## src/csg_cfg.svh

```systemverilog
`ifndef CSG_CFG_SVH
`define CSG_CFG_SVH

// ----------------------------------------------------------------
// Strap encodings
// ----------------------------------------------------------------
`define CSG_SRC_PRIMARY   2'h0
`define CSG_SRC_SECONDARY 2'h1
`define CSG_SRC_XTAL_AC   2'h2
`define CSG_SRC_XTAL_DC   2'h3

`define CSG_DRV_LVPECL    2'h0
`define CSG_DRV_LVDS      2'h1
`define CSG_DRV_HCSL      2'h2
`define CSG_DRV_HIZ       2'h3

// ----------------------------------------------------------------
// Register map (byte addresses) and fields
// ----------------------------------------------------------------
`define CSG_ADDR_W        4
`define CSG_OFS_CTRL      4'h0
`define CSG_OFS_STATUS    4'h4
`define CSG_CTRL_ALLOW    0
`define CSG_CTRL_RESET    1'h1
`define CSG_ST_SEL_LO     0
`define CSG_ST_OSC        2
`define CSG_ST_REF        3
`define CSG_ST_BANKA_LO   4
`define CSG_ST_BANKB_LO   6
`define CSG_ST_CLK        8

// ----------------------------------------------------------------
// Bus responses
// ----------------------------------------------------------------
`define CSG_RESP_OKAY     2'h0
`define CSG_RESP_SLVERR   2'h2

`endif

```

## src/csg_pkg.sv

```systemverilog
`default_nettype none

package csg_pkg;

  // ----------------------------------------------------------------
  // Decoded driver type of an output bank
  // ----------------------------------------------------------------
  typedef enum logic [1:0] {
    CSG_LVPECL,
    CSG_LVDS,
    CSG_HCSL,
    CSG_HIZ
  } csg_drv_type;

  // ----------------------------------------------------------------
  // Whole state of the top module
  // ----------------------------------------------------------------
  typedef struct packed {
    logic        aw_got;     // Write address held
    logic [3:0]  aw_addr;    // Held write address
    logic        w_got;      // Write data held
    logic        w_bit;      // Held control bit
    logic        w_lane0;    // Held strobe of byte lane 0
    logic        bvalid;     // Write answer pending
    logic [1:0]  bresp;      // Write answer code
    logic        rvalid;     // Read answer pending
    logic [31:0] rdata;      // Read answer data
    logic [1:0]  rresp;      // Read answer code
    logic        ref_allow;  // Software permission for ref output
    logic        sel_now;    // Sampled selected clock
    logic        sel_prev;   // Previous sample
    logic        en_s1;      // Enable, first falling-edge stage
    logic        ref_gate;   // Enable, applied gate
    logic        ref_out;    // Gated reference copy
    logic        bank_a_clk; // Bank A clock
    logic        bank_b_clk; // Bank B clock
    logic        osc_run;    // Oscillator powered
    logic        xdrv;       // Crystal drive level
  } csg_state_type;

endpackage : csg_pkg

`default_nettype wire

```

## src/csg_top.sv

```systemverilog
`timescale 1ns/10ps
`default_nettype none

`include "csg_cfg.svh"

module csg_top
  import csg_pkg::*;
(
  input  wire logic        clock,                 // System clock, 20 MHz
  input  wire logic        rstn,                  // Synchronous reset, active low
  input  wire logic        primary_clock_input,   // First input pair, sampled
  input  wire logic        secondary_clock_input, // Second input pair, sampled
  input  wire logic        crystal_input_pin,     // Crystal or bypass clock pin
  input  wire logic [1:0]  input_source_select,   // Source strap
  input  wire logic [1:0]  bank_a_driver_type,    // Bank A type strap
  input  wire logic [1:0]  bank_b_driver_type,    // Bank B type strap
  input  wire logic        ref_enable_pin,        // Reference enable, high on
  output logic             crystal_drive_pin,     // Oscillator drive
  output logic             osc_power_down,        // High while oscillator off
  output logic             bank_a_clock,          // Bank A clock
  output logic             bank_a_oe,             // Bank A driving
  output csg_drv_type      bank_a_mode,           // Bank A driver type
  output logic             bank_b_clock,          // Bank B clock
  output logic             bank_b_oe,             // Bank B driving
  output csg_drv_type      bank_b_mode,           // Bank B driver type
  output logic             ref_clock_out,         // Reference output level
  output logic             ref_clock_oe,          // Reference driving
  input  wire logic [3:0]  s_axi_awaddr,          // Write address
  input  wire logic        s_axi_awvalid,         // Write address valid
  output logic             s_axi_awready,         // Write address ready
  input  wire logic [31:0] s_axi_wdata,           // Write data
  input  wire logic [3:0]  s_axi_wstrb,           // Write strobes
  input  wire logic        s_axi_wvalid,          // Write data valid
  output logic             s_axi_wready,          // Write data ready
  output logic [1:0]       s_axi_bresp,           // Write response
  output logic             s_axi_bvalid,          // Write response valid
  input  wire logic        s_axi_bready,          // Write response ready
  input  wire logic [3:0]  s_axi_araddr,          // Read address
  input  wire logic        s_axi_arvalid,         // Read address valid
  output logic             s_axi_arready,         // Read address ready
  output logic [31:0]      s_axi_rdata,           // Read data
  output logic [1:0]       s_axi_rresp,           // Read response
  output logic             s_axi_rvalid,          // Read data valid
  input  wire logic        s_axi_rready           // Read data ready
);

  // ----------------------------------------------------------------
  // State
  // ----------------------------------------------------------------
  csg_state_type st_reg;   // Registered state
  csg_state_type st_next;  // Next state

  // ----------------------------------------------------------------
  // Strap decode
  // ----------------------------------------------------------------
  logic        sel_raw;   // Selected input before sampling
  logic        osc_on;    // Oscillator wanted
  logic        fall;      // Falling edge of sampled selected clock
  logic        ref_req;   // Combined enable request
  logic [31:0] status;    // Status word
  csg_drv_type mode_a;    // Decoded bank A type
  csg_drv_type mode_b;    // Decoded bank B type

  // Map a strap to a driver type
  function automatic csg_drv_type drv_decode(input logic [1:0] strap);
    csg_drv_type res;
    case (strap)
      `CSG_DRV_LVPECL: res = CSG_LVPECL;
      `CSG_DRV_LVDS:   res = CSG_LVDS;
      `CSG_DRV_HCSL:   res = CSG_HCSL;
      default:         res = CSG_HIZ;
    endcase
    return res;
  endfunction : drv_decode

  // Source mux; straps are used live, so a change mid-run may glitch
  always_comb
  begin
    case (input_source_select)
      `CSG_SRC_PRIMARY:   sel_raw = primary_clock_input;
      `CSG_SRC_SECONDARY: sel_raw = secondary_clock_input;
      `CSG_SRC_XTAL_AC:   sel_raw = crystal_input_pin;
      default:            sel_raw = crystal_input_pin;
    endcase
    // Only the AC crystal path needs the oscillator; pairs keep it off
    osc_on = (input_source_select == `CSG_SRC_XTAL_AC);
    mode_a = drv_decode(bank_a_driver_type);
    mode_b = drv_decode(bank_b_driver_type);
    fall   = st_reg.sel_prev & ~st_reg.sel_now;
    ref_req = ref_enable_pin & st_reg.ref_allow;
  end

  // Status word seen by software
  always_comb
  begin
    status = 32'h0;
    status[`CSG_ST_SEL_LO +: 2]   = input_source_select;
    status[`CSG_ST_OSC]           = st_reg.osc_run;
    status[`CSG_ST_REF]           = st_reg.ref_gate;
    status[`CSG_ST_BANKA_LO +: 2] = bank_a_driver_type;
    status[`CSG_ST_BANKB_LO +: 2] = bank_b_driver_type;
    status[`CSG_ST_CLK]           = st_reg.sel_now;
  end

  // ----------------------------------------------------------------
  // Next-state logic
  // ----------------------------------------------------------------
  always_comb
  begin
    st_next = st_reg;

    // Clock path: static levels pass straight through the sampler
    st_next.sel_now  = sel_raw;
    st_next.sel_prev = st_reg.sel_now;
    st_next.osc_run  = osc_on;
    // Oscillator drive inverts the crystal pin only while powered
    st_next.xdrv     = osc_on & ~crystal_input_pin;

    // Banks carry the clock only when not high impedance
    st_next.bank_a_clk = (mode_a != CSG_HIZ) & st_reg.sel_now;
    st_next.bank_b_clk = (mode_b != CSG_HIZ) & st_reg.sel_now;

    // Enable moves only on falling edges, two stages deep, so the
    // gate opens or closes while the clock is low: no runt pulses
    if (fall)
    begin
      st_next.en_s1    = ref_req;
      st_next.ref_gate = st_reg.en_s1;
    end
    // Copy of selected clock, forced low while gated off
    st_next.ref_out = st_next.ref_gate & st_reg.sel_now;

    // Write channel: address and data taken in either order
    if (s_axi_awvalid && s_axi_awready)
    begin
      st_next.aw_got  = 1'b1;
      st_next.aw_addr = s_axi_awaddr;
    end
    if (s_axi_wvalid && s_axi_wready)
    begin
      st_next.w_got   = 1'b1;
      st_next.w_bit   = s_axi_wdata[`CSG_CTRL_ALLOW];
      st_next.w_lane0 = s_axi_wstrb[0];
    end
    if (st_next.aw_got && st_next.w_got && !st_reg.bvalid)
    begin
      st_next.aw_got = 1'b0;
      st_next.w_got  = 1'b0;
      st_next.bvalid = 1'b1;
      if (st_next.aw_addr == `CSG_OFS_CTRL)
      begin
        st_next.bresp = `CSG_RESP_OKAY;
        if (st_next.w_lane0)
          st_next.ref_allow = st_next.w_bit;
      end
      else if (st_next.aw_addr == `CSG_OFS_STATUS)
        st_next.bresp = `CSG_RESP_OKAY;  // Read-only, write ignored
      else
        st_next.bresp = `CSG_RESP_SLVERR;
    end
    else if (st_reg.bvalid && s_axi_bready)
      st_next.bvalid = 1'b0;

    // Read channel: one answer at a time
    if (s_axi_arvalid && s_axi_arready)
    begin
      st_next.rvalid = 1'b1;
      case (s_axi_araddr)
        `CSG_OFS_CTRL:
        begin
          st_next.rdata = {31'h0, st_reg.ref_allow};
          st_next.rresp = `CSG_RESP_OKAY;
        end
        `CSG_OFS_STATUS:
        begin
          st_next.rdata = status;
          st_next.rresp = `CSG_RESP_OKAY;
        end
        default:
        begin
          st_next.rdata = 32'h0;
          st_next.rresp = `CSG_RESP_SLVERR;
        end
      endcase
    end
    else if (st_reg.rvalid && s_axi_rready)
      st_next.rvalid = 1'b0;

    // Synchronous reset
    if (!rstn)
    begin
      st_next           = '0;
      st_next.ref_allow = `CSG_CTRL_RESET;
    end
  end

  // ----------------------------------------------------------------
  // State register
  // ----------------------------------------------------------------
  always_ff @(posedge clock)
  begin
    st_reg <= st_next;
  end

  // ----------------------------------------------------------------
  // Outputs
  // ----------------------------------------------------------------
  // Handshake readies are combinational from held state
  assign s_axi_awready = !st_reg.aw_got && !st_reg.bvalid;
  assign s_axi_wready  = !st_reg.w_got && !st_reg.bvalid;
  assign s_axi_arready = !st_reg.rvalid;
  assign s_axi_bvalid  = st_reg.bvalid;
  assign s_axi_bresp   = st_reg.bresp;
  assign s_axi_rvalid  = st_reg.rvalid;
  assign s_axi_rdata   = st_reg.rdata;
  assign s_axi_rresp   = st_reg.rresp;

  assign crystal_drive_pin = st_reg.xdrv;
  assign osc_power_down    = !st_reg.osc_run;
  assign bank_a_clock      = st_reg.bank_a_clk;
  assign bank_b_clock      = st_reg.bank_b_clk;
  // Straps act directly on the drivers; no register may override them
  assign bank_a_mode       = mode_a;
  assign bank_b_mode       = mode_b;
  assign bank_a_oe         = (mode_a != CSG_HIZ);
  assign bank_b_oe         = (mode_b != CSG_HIZ);
  assign ref_clock_out     = st_reg.ref_out;
  assign ref_clock_oe      = st_reg.ref_gate;

endmodule : csg_top

`default_nettype wire

```

## config.mk

```make
export PLATFORM = sky130hd
export DESIGN_NAME = csg_top
export DESIGN_NICKNAME = d
export VERILOG_FILES = /design/src/csg_pkg.sv /design/src/csg_top.sv
export VERILOG_INCLUDE_DIRS = /design/src
export SDC_FILE = /design/constraint.sdc
export NUM_CORES = 1
export LEC_CHECK = 0
export ABC_AREA = 0
export BUFFER_PORTS_ARGS = -buffer_cell sky130_fd_sc_hd__buf_4
export CORE_MARGIN = 2
export CORE_UTILIZATION = 39
export DETAILED_ROUTE_END_ITERATION = 8
export MAX_ROUTING_LAYER = met4
export PLACE_DENSITY = 0.79
export REMOVE_ABC_BUFFERS = 1
export SYNTH_ARGS = -nofsm -noshare
export SYNTH_HDL_FRONTEND = slang
export SYNTH_SLANG_ARGS = --single-unit
export TNS_END_PERCENT = 5
```

## constraint.sdc

```tcl
create_clock -name clock -period 1.85 [get_ports clock]
set_input_delay 0.185 -clock clock [delete_from_list [all_inputs] [get_ports clock]]
set_output_delay 0.185 -clock clock [all_outputs]
set_load 0.05 [all_outputs]
```

==> results.sh <==
export IMPL_final_antenna_net_count=0
export IMPL_timing_final_setup_violations=0
export IMPL_antenna_cells=0
export IMPL_path_cells="nor3b_4, mux2i_1, nor4_1, nand3b_1"
export IMPL_power_per_cell_area_nw_per_um2=883
export IMPL_min_path_type="in2reg"
export IMPL_grt_total_usage_pct=13.8
export IMPL_clock_tree_from_tritoncts="done"
export IMPL_unrepaired_setup_endpoints_after_global_routing="no"
export IMPL_synth_compound_area_share_pct=10.1
export IMPL_routed_wirelength_um=2750
export IMPL_worst_skew_pair_latency_ns=0.27
export IMPL_timing_final_ws_setup_ns=0.411
export IMPL_p_leak_nw=0.848
export IMPL_post_drt_wl_per_cell_um=10.9
export IMPL_timing_final_hold_violations=0
export IMPL_routed_via_density=4.40
export IMPL_worst_endpoint_arrival_ns=1.59
export IMPL_pre_cts_slack_ns=0.443
export IMPL_max_cap_violations=0
export IMPL_replace_congestion=0.706
export IMPL_syn_avg_cell_area_um2=9.21
export IMPL_largest_register_ffs=13
export IMPL_setup_worst_path_class="reg2reg"
export IMPL_postCtsResizedCells=0
export IMPL_worst_clock_skew_ns=0.00326
export IMPL_finalMaxSlewViolations=0
export IMPL_totalNegativeSetupSlack_ns=0
export IMPL_ys_flop_type="sky130_fd_sc_hd__dfxtp_1"
export IMPL_fill_cells=353
export IMPL_area_growth_syn_to_layout_pct=22.7
export IMPL_multi_input_comb_area_um2=646
export IMPL_number_of_placement_rows=22
export IMPL_cts_hold_repair_buffers=0
export IMPL_grt_first_pass_wirelength_um=4360
export IMPL_cp_endpoint="st_reg[9]$_SDFFE_PN1P_"
export IMPL_clkSlewWorstSetupHoldPaths_ns=0.06
export IMPL_setup_slack_on_the_worst_flop_to_flop_path_ns=0.41
export IMPL_post_synth_xor_area_fraction_pct=0
export IMPL_final_nets=266
export IMPL_category_of_the_worst_setup_path_launch_point="register"
export IMPL_critical_path_endpoint_type="register"
export IMPL_yosys_register_bits=31
export IMPL_status="completed"
export IMPL_async_reset_ff_share_pct=0
export IMPL_hold_path_depth=2
export IMPL_first_iter_violations=30
export IMPL_synth_edf_count=0
export IMPL_synthesis_yosys_warnings=0
export IMPL_synthesis_instances=162
export IMPL_synth_area_top_cells="sky130_fd_sc_hd__dfxtp_1 (42%), sky130_fd_sc_hd__buf_4 (18%), sky130_fd_sc_hd__nor2b_1 (7.6%)"
export IMPL_tritoncts_num_buffers=5
export IMPL_achievable_frequency_mhz=695
export IMPL_io_buffer_count=54
export IMPL_data_required_critical_path_ns=2.00
export IMPL_synth_area_mux_share_pct=6.80
export IMPL_drc_errors=0
export IMPL_startpoint="s_axi_bvalid$_SDFFE_PN0P_"
export IMPL_tritoncts_sinks=31
export IMPL_number_of_antenna_violations_at_the_first_check_in_global_routing=0
export IMPL_vdd_ir_drop_worst_v=0.000468
export IMPL_drt_pre_antenna_iters=4
export IMPL_die_w_um=65.8
export IMPL_regToRegEndpoint="st_reg[9]$_SDFFE_PN1P_"
export IMPL_synth_adder_area_share_pct=0
export IMPL_crit_slowest_cell="sky130_fd_sc_hd__dfxtp_1"
export IMPL_worstPathMaxFanout=7
export IMPL_core_um2=3660
export IMPL_final_min_period_over_clock_period_pct=77.8
export IMPL_cpPeakStageDelay_ns=0.39
export IMPL_cts_htree_levels=2
export IMPL_synthesis_area_um2=1490
export IMPL_synth_most_common_cell="sky130_fd_sc_hd__buf_4"
export IMPL_start_util_pct=40.7
export IMPL_ys_types=29
export IMPL_synth_cells_most_frequent="sky130_fd_sc_hd__buf_4 (36), sky130_fd_sc_hd__dfxtp_1 (31), sky130_fd_sc_hd__nor2b_1 (18), sky130_fd_sc_hd__mux2i_1 (9), sky130_fd_sc_hd__nand2_1 (9)"
export IMPL_yosysTopAreaCell="sky130_fd_sc_hd__dfxtp_1"
export IMPL_place_hpwl_um=2070
export IMPL_grt_max_degree=28
export IMPL_vias_in_the_first_global_route=998
export IMPL_io_pins=114
export IMPL_route_vias_total=1110
export IMPL_cts_buffer_depth=2
export IMPL_synth_top_area_share_pct=41.6
export IMPL_cts_post_setup_buffers_inserted=0
export IMPL_seqCellArea_um2=621
export IMPL_floorplan_die_area_um2=4330
export IMPL_grt_remaining_overflow=0
export IMPL_cts_root_buffer_cell="sky130_fd_sc_hd__clkbuf_8"
export IMPL_post_route_min_period_ns=1.44
export IMPL_crit_reg_reg_startpoint="s_axi_bvalid$_SDFFE_PN0P_"
export IMPL_post_synth_and_or_nand_nor_area_fraction_pct=20.1
export IMPL_dominant_combinational_cell_family_by_area_after_synthesis="buffers and inverters"
export IMPL_yosysSeqAreaShare_pct=41.6
export IMPL_dieHeight_um=65.8
export IMPL_reg2reg_depth=4
export IMPL_share_of_post_route_cells_with_drive_strength_above_1_pct=30.9
==> routing by layer <==
metal / vias to the layer above / global-route usage [%] / wire length (um)
li1: 555 / - / -
met1: 490 / 15.3 / 1170
met2: 58 / 21.7 / 1260
met3: 7 / 5.45 / 264
met4: 0 / 6.25 / 45
met5: - / - / 0
==> critical path: cells and delay by family (launching register included) <==
family / cells / cell delay (ns)
flops: 1 / 0.39
mux: 1 / 0.37
simple gates: 3 / 0.56
==> per-stage QoR <==
step                      total power [mW]  area [um^2]  utilization (%)  std cells  hold WS (ns)
after floorplan                       1.03         1280                -        143         0.257
after global placement                1.17         1760             48.0        246         0.362
after detailed placement              1.17         1760             48.0        246         0.361
after CTS                             1.64         1830             50.0        252        0.0674
after global routing                  1.70         1830             50.0        252        0.0718
final                                 1.62         1830             50.0        252        0.0776
==> report_power, final <==
| group | internal (mW) | leakage [nW] | switching [mW] |
|---|---|---|---|
| clock | 0.250 | 0.0371 | 0.209 |
| sequential | 0.700 | 0.253 | 0.0237 |
| combinational | 0.132 | 0.558 | 0.302 |
==> cell type report <==
class	instances	share of cell area, %
Timing Repair Buffer	55	22.6
Tap cell	48	3.28
Sequential cell	31	33.9
Inverter	5	1.03
Clock buffer	6	3.96
Multi-Input combinational cell	107	35.3
==> kinds of logic after synthesis <==
logic type      Yosys count
compound gates           20
buf+inv                  48
flops                    31
mux                      10
other cells               1
simple gates             52
==> worst min-delay path by stage <==
stage / startpoint / endpoint / slack (ns)
global route: crystal_input_pin / crystal_drive_pin$_SDFF_PN0_ / 0.07
detailed placement: crystal_input_pin / crystal_drive_pin$_SDFF_PN0_ / 0.36
floorplan: input_source_select[0] / st_reg[1]$_SDFF_PN0_ / 0.26
finish: crystal_input_pin / crystal_drive_pin$_SDFF_PN0_ / 0.08
CTS: crystal_input_pin / crystal_drive_pin$_SDFF_PN0_ / 0.07
global placement: crystal_input_pin / crystal_drive_pin$_SDFF_PN0_ / 0.36
==> cell usage in the layout (no fill, tap or decap), drive strengths merged, types with 5 or more instances in the layout <==
master   n
mux2i    9
conb    25
nor2     8
inv      5
dfxtp   31
a22oi    8
clkbuf   6
nand2    9
buf     55
nor2b   18
(Power assumes the default switching activity.)
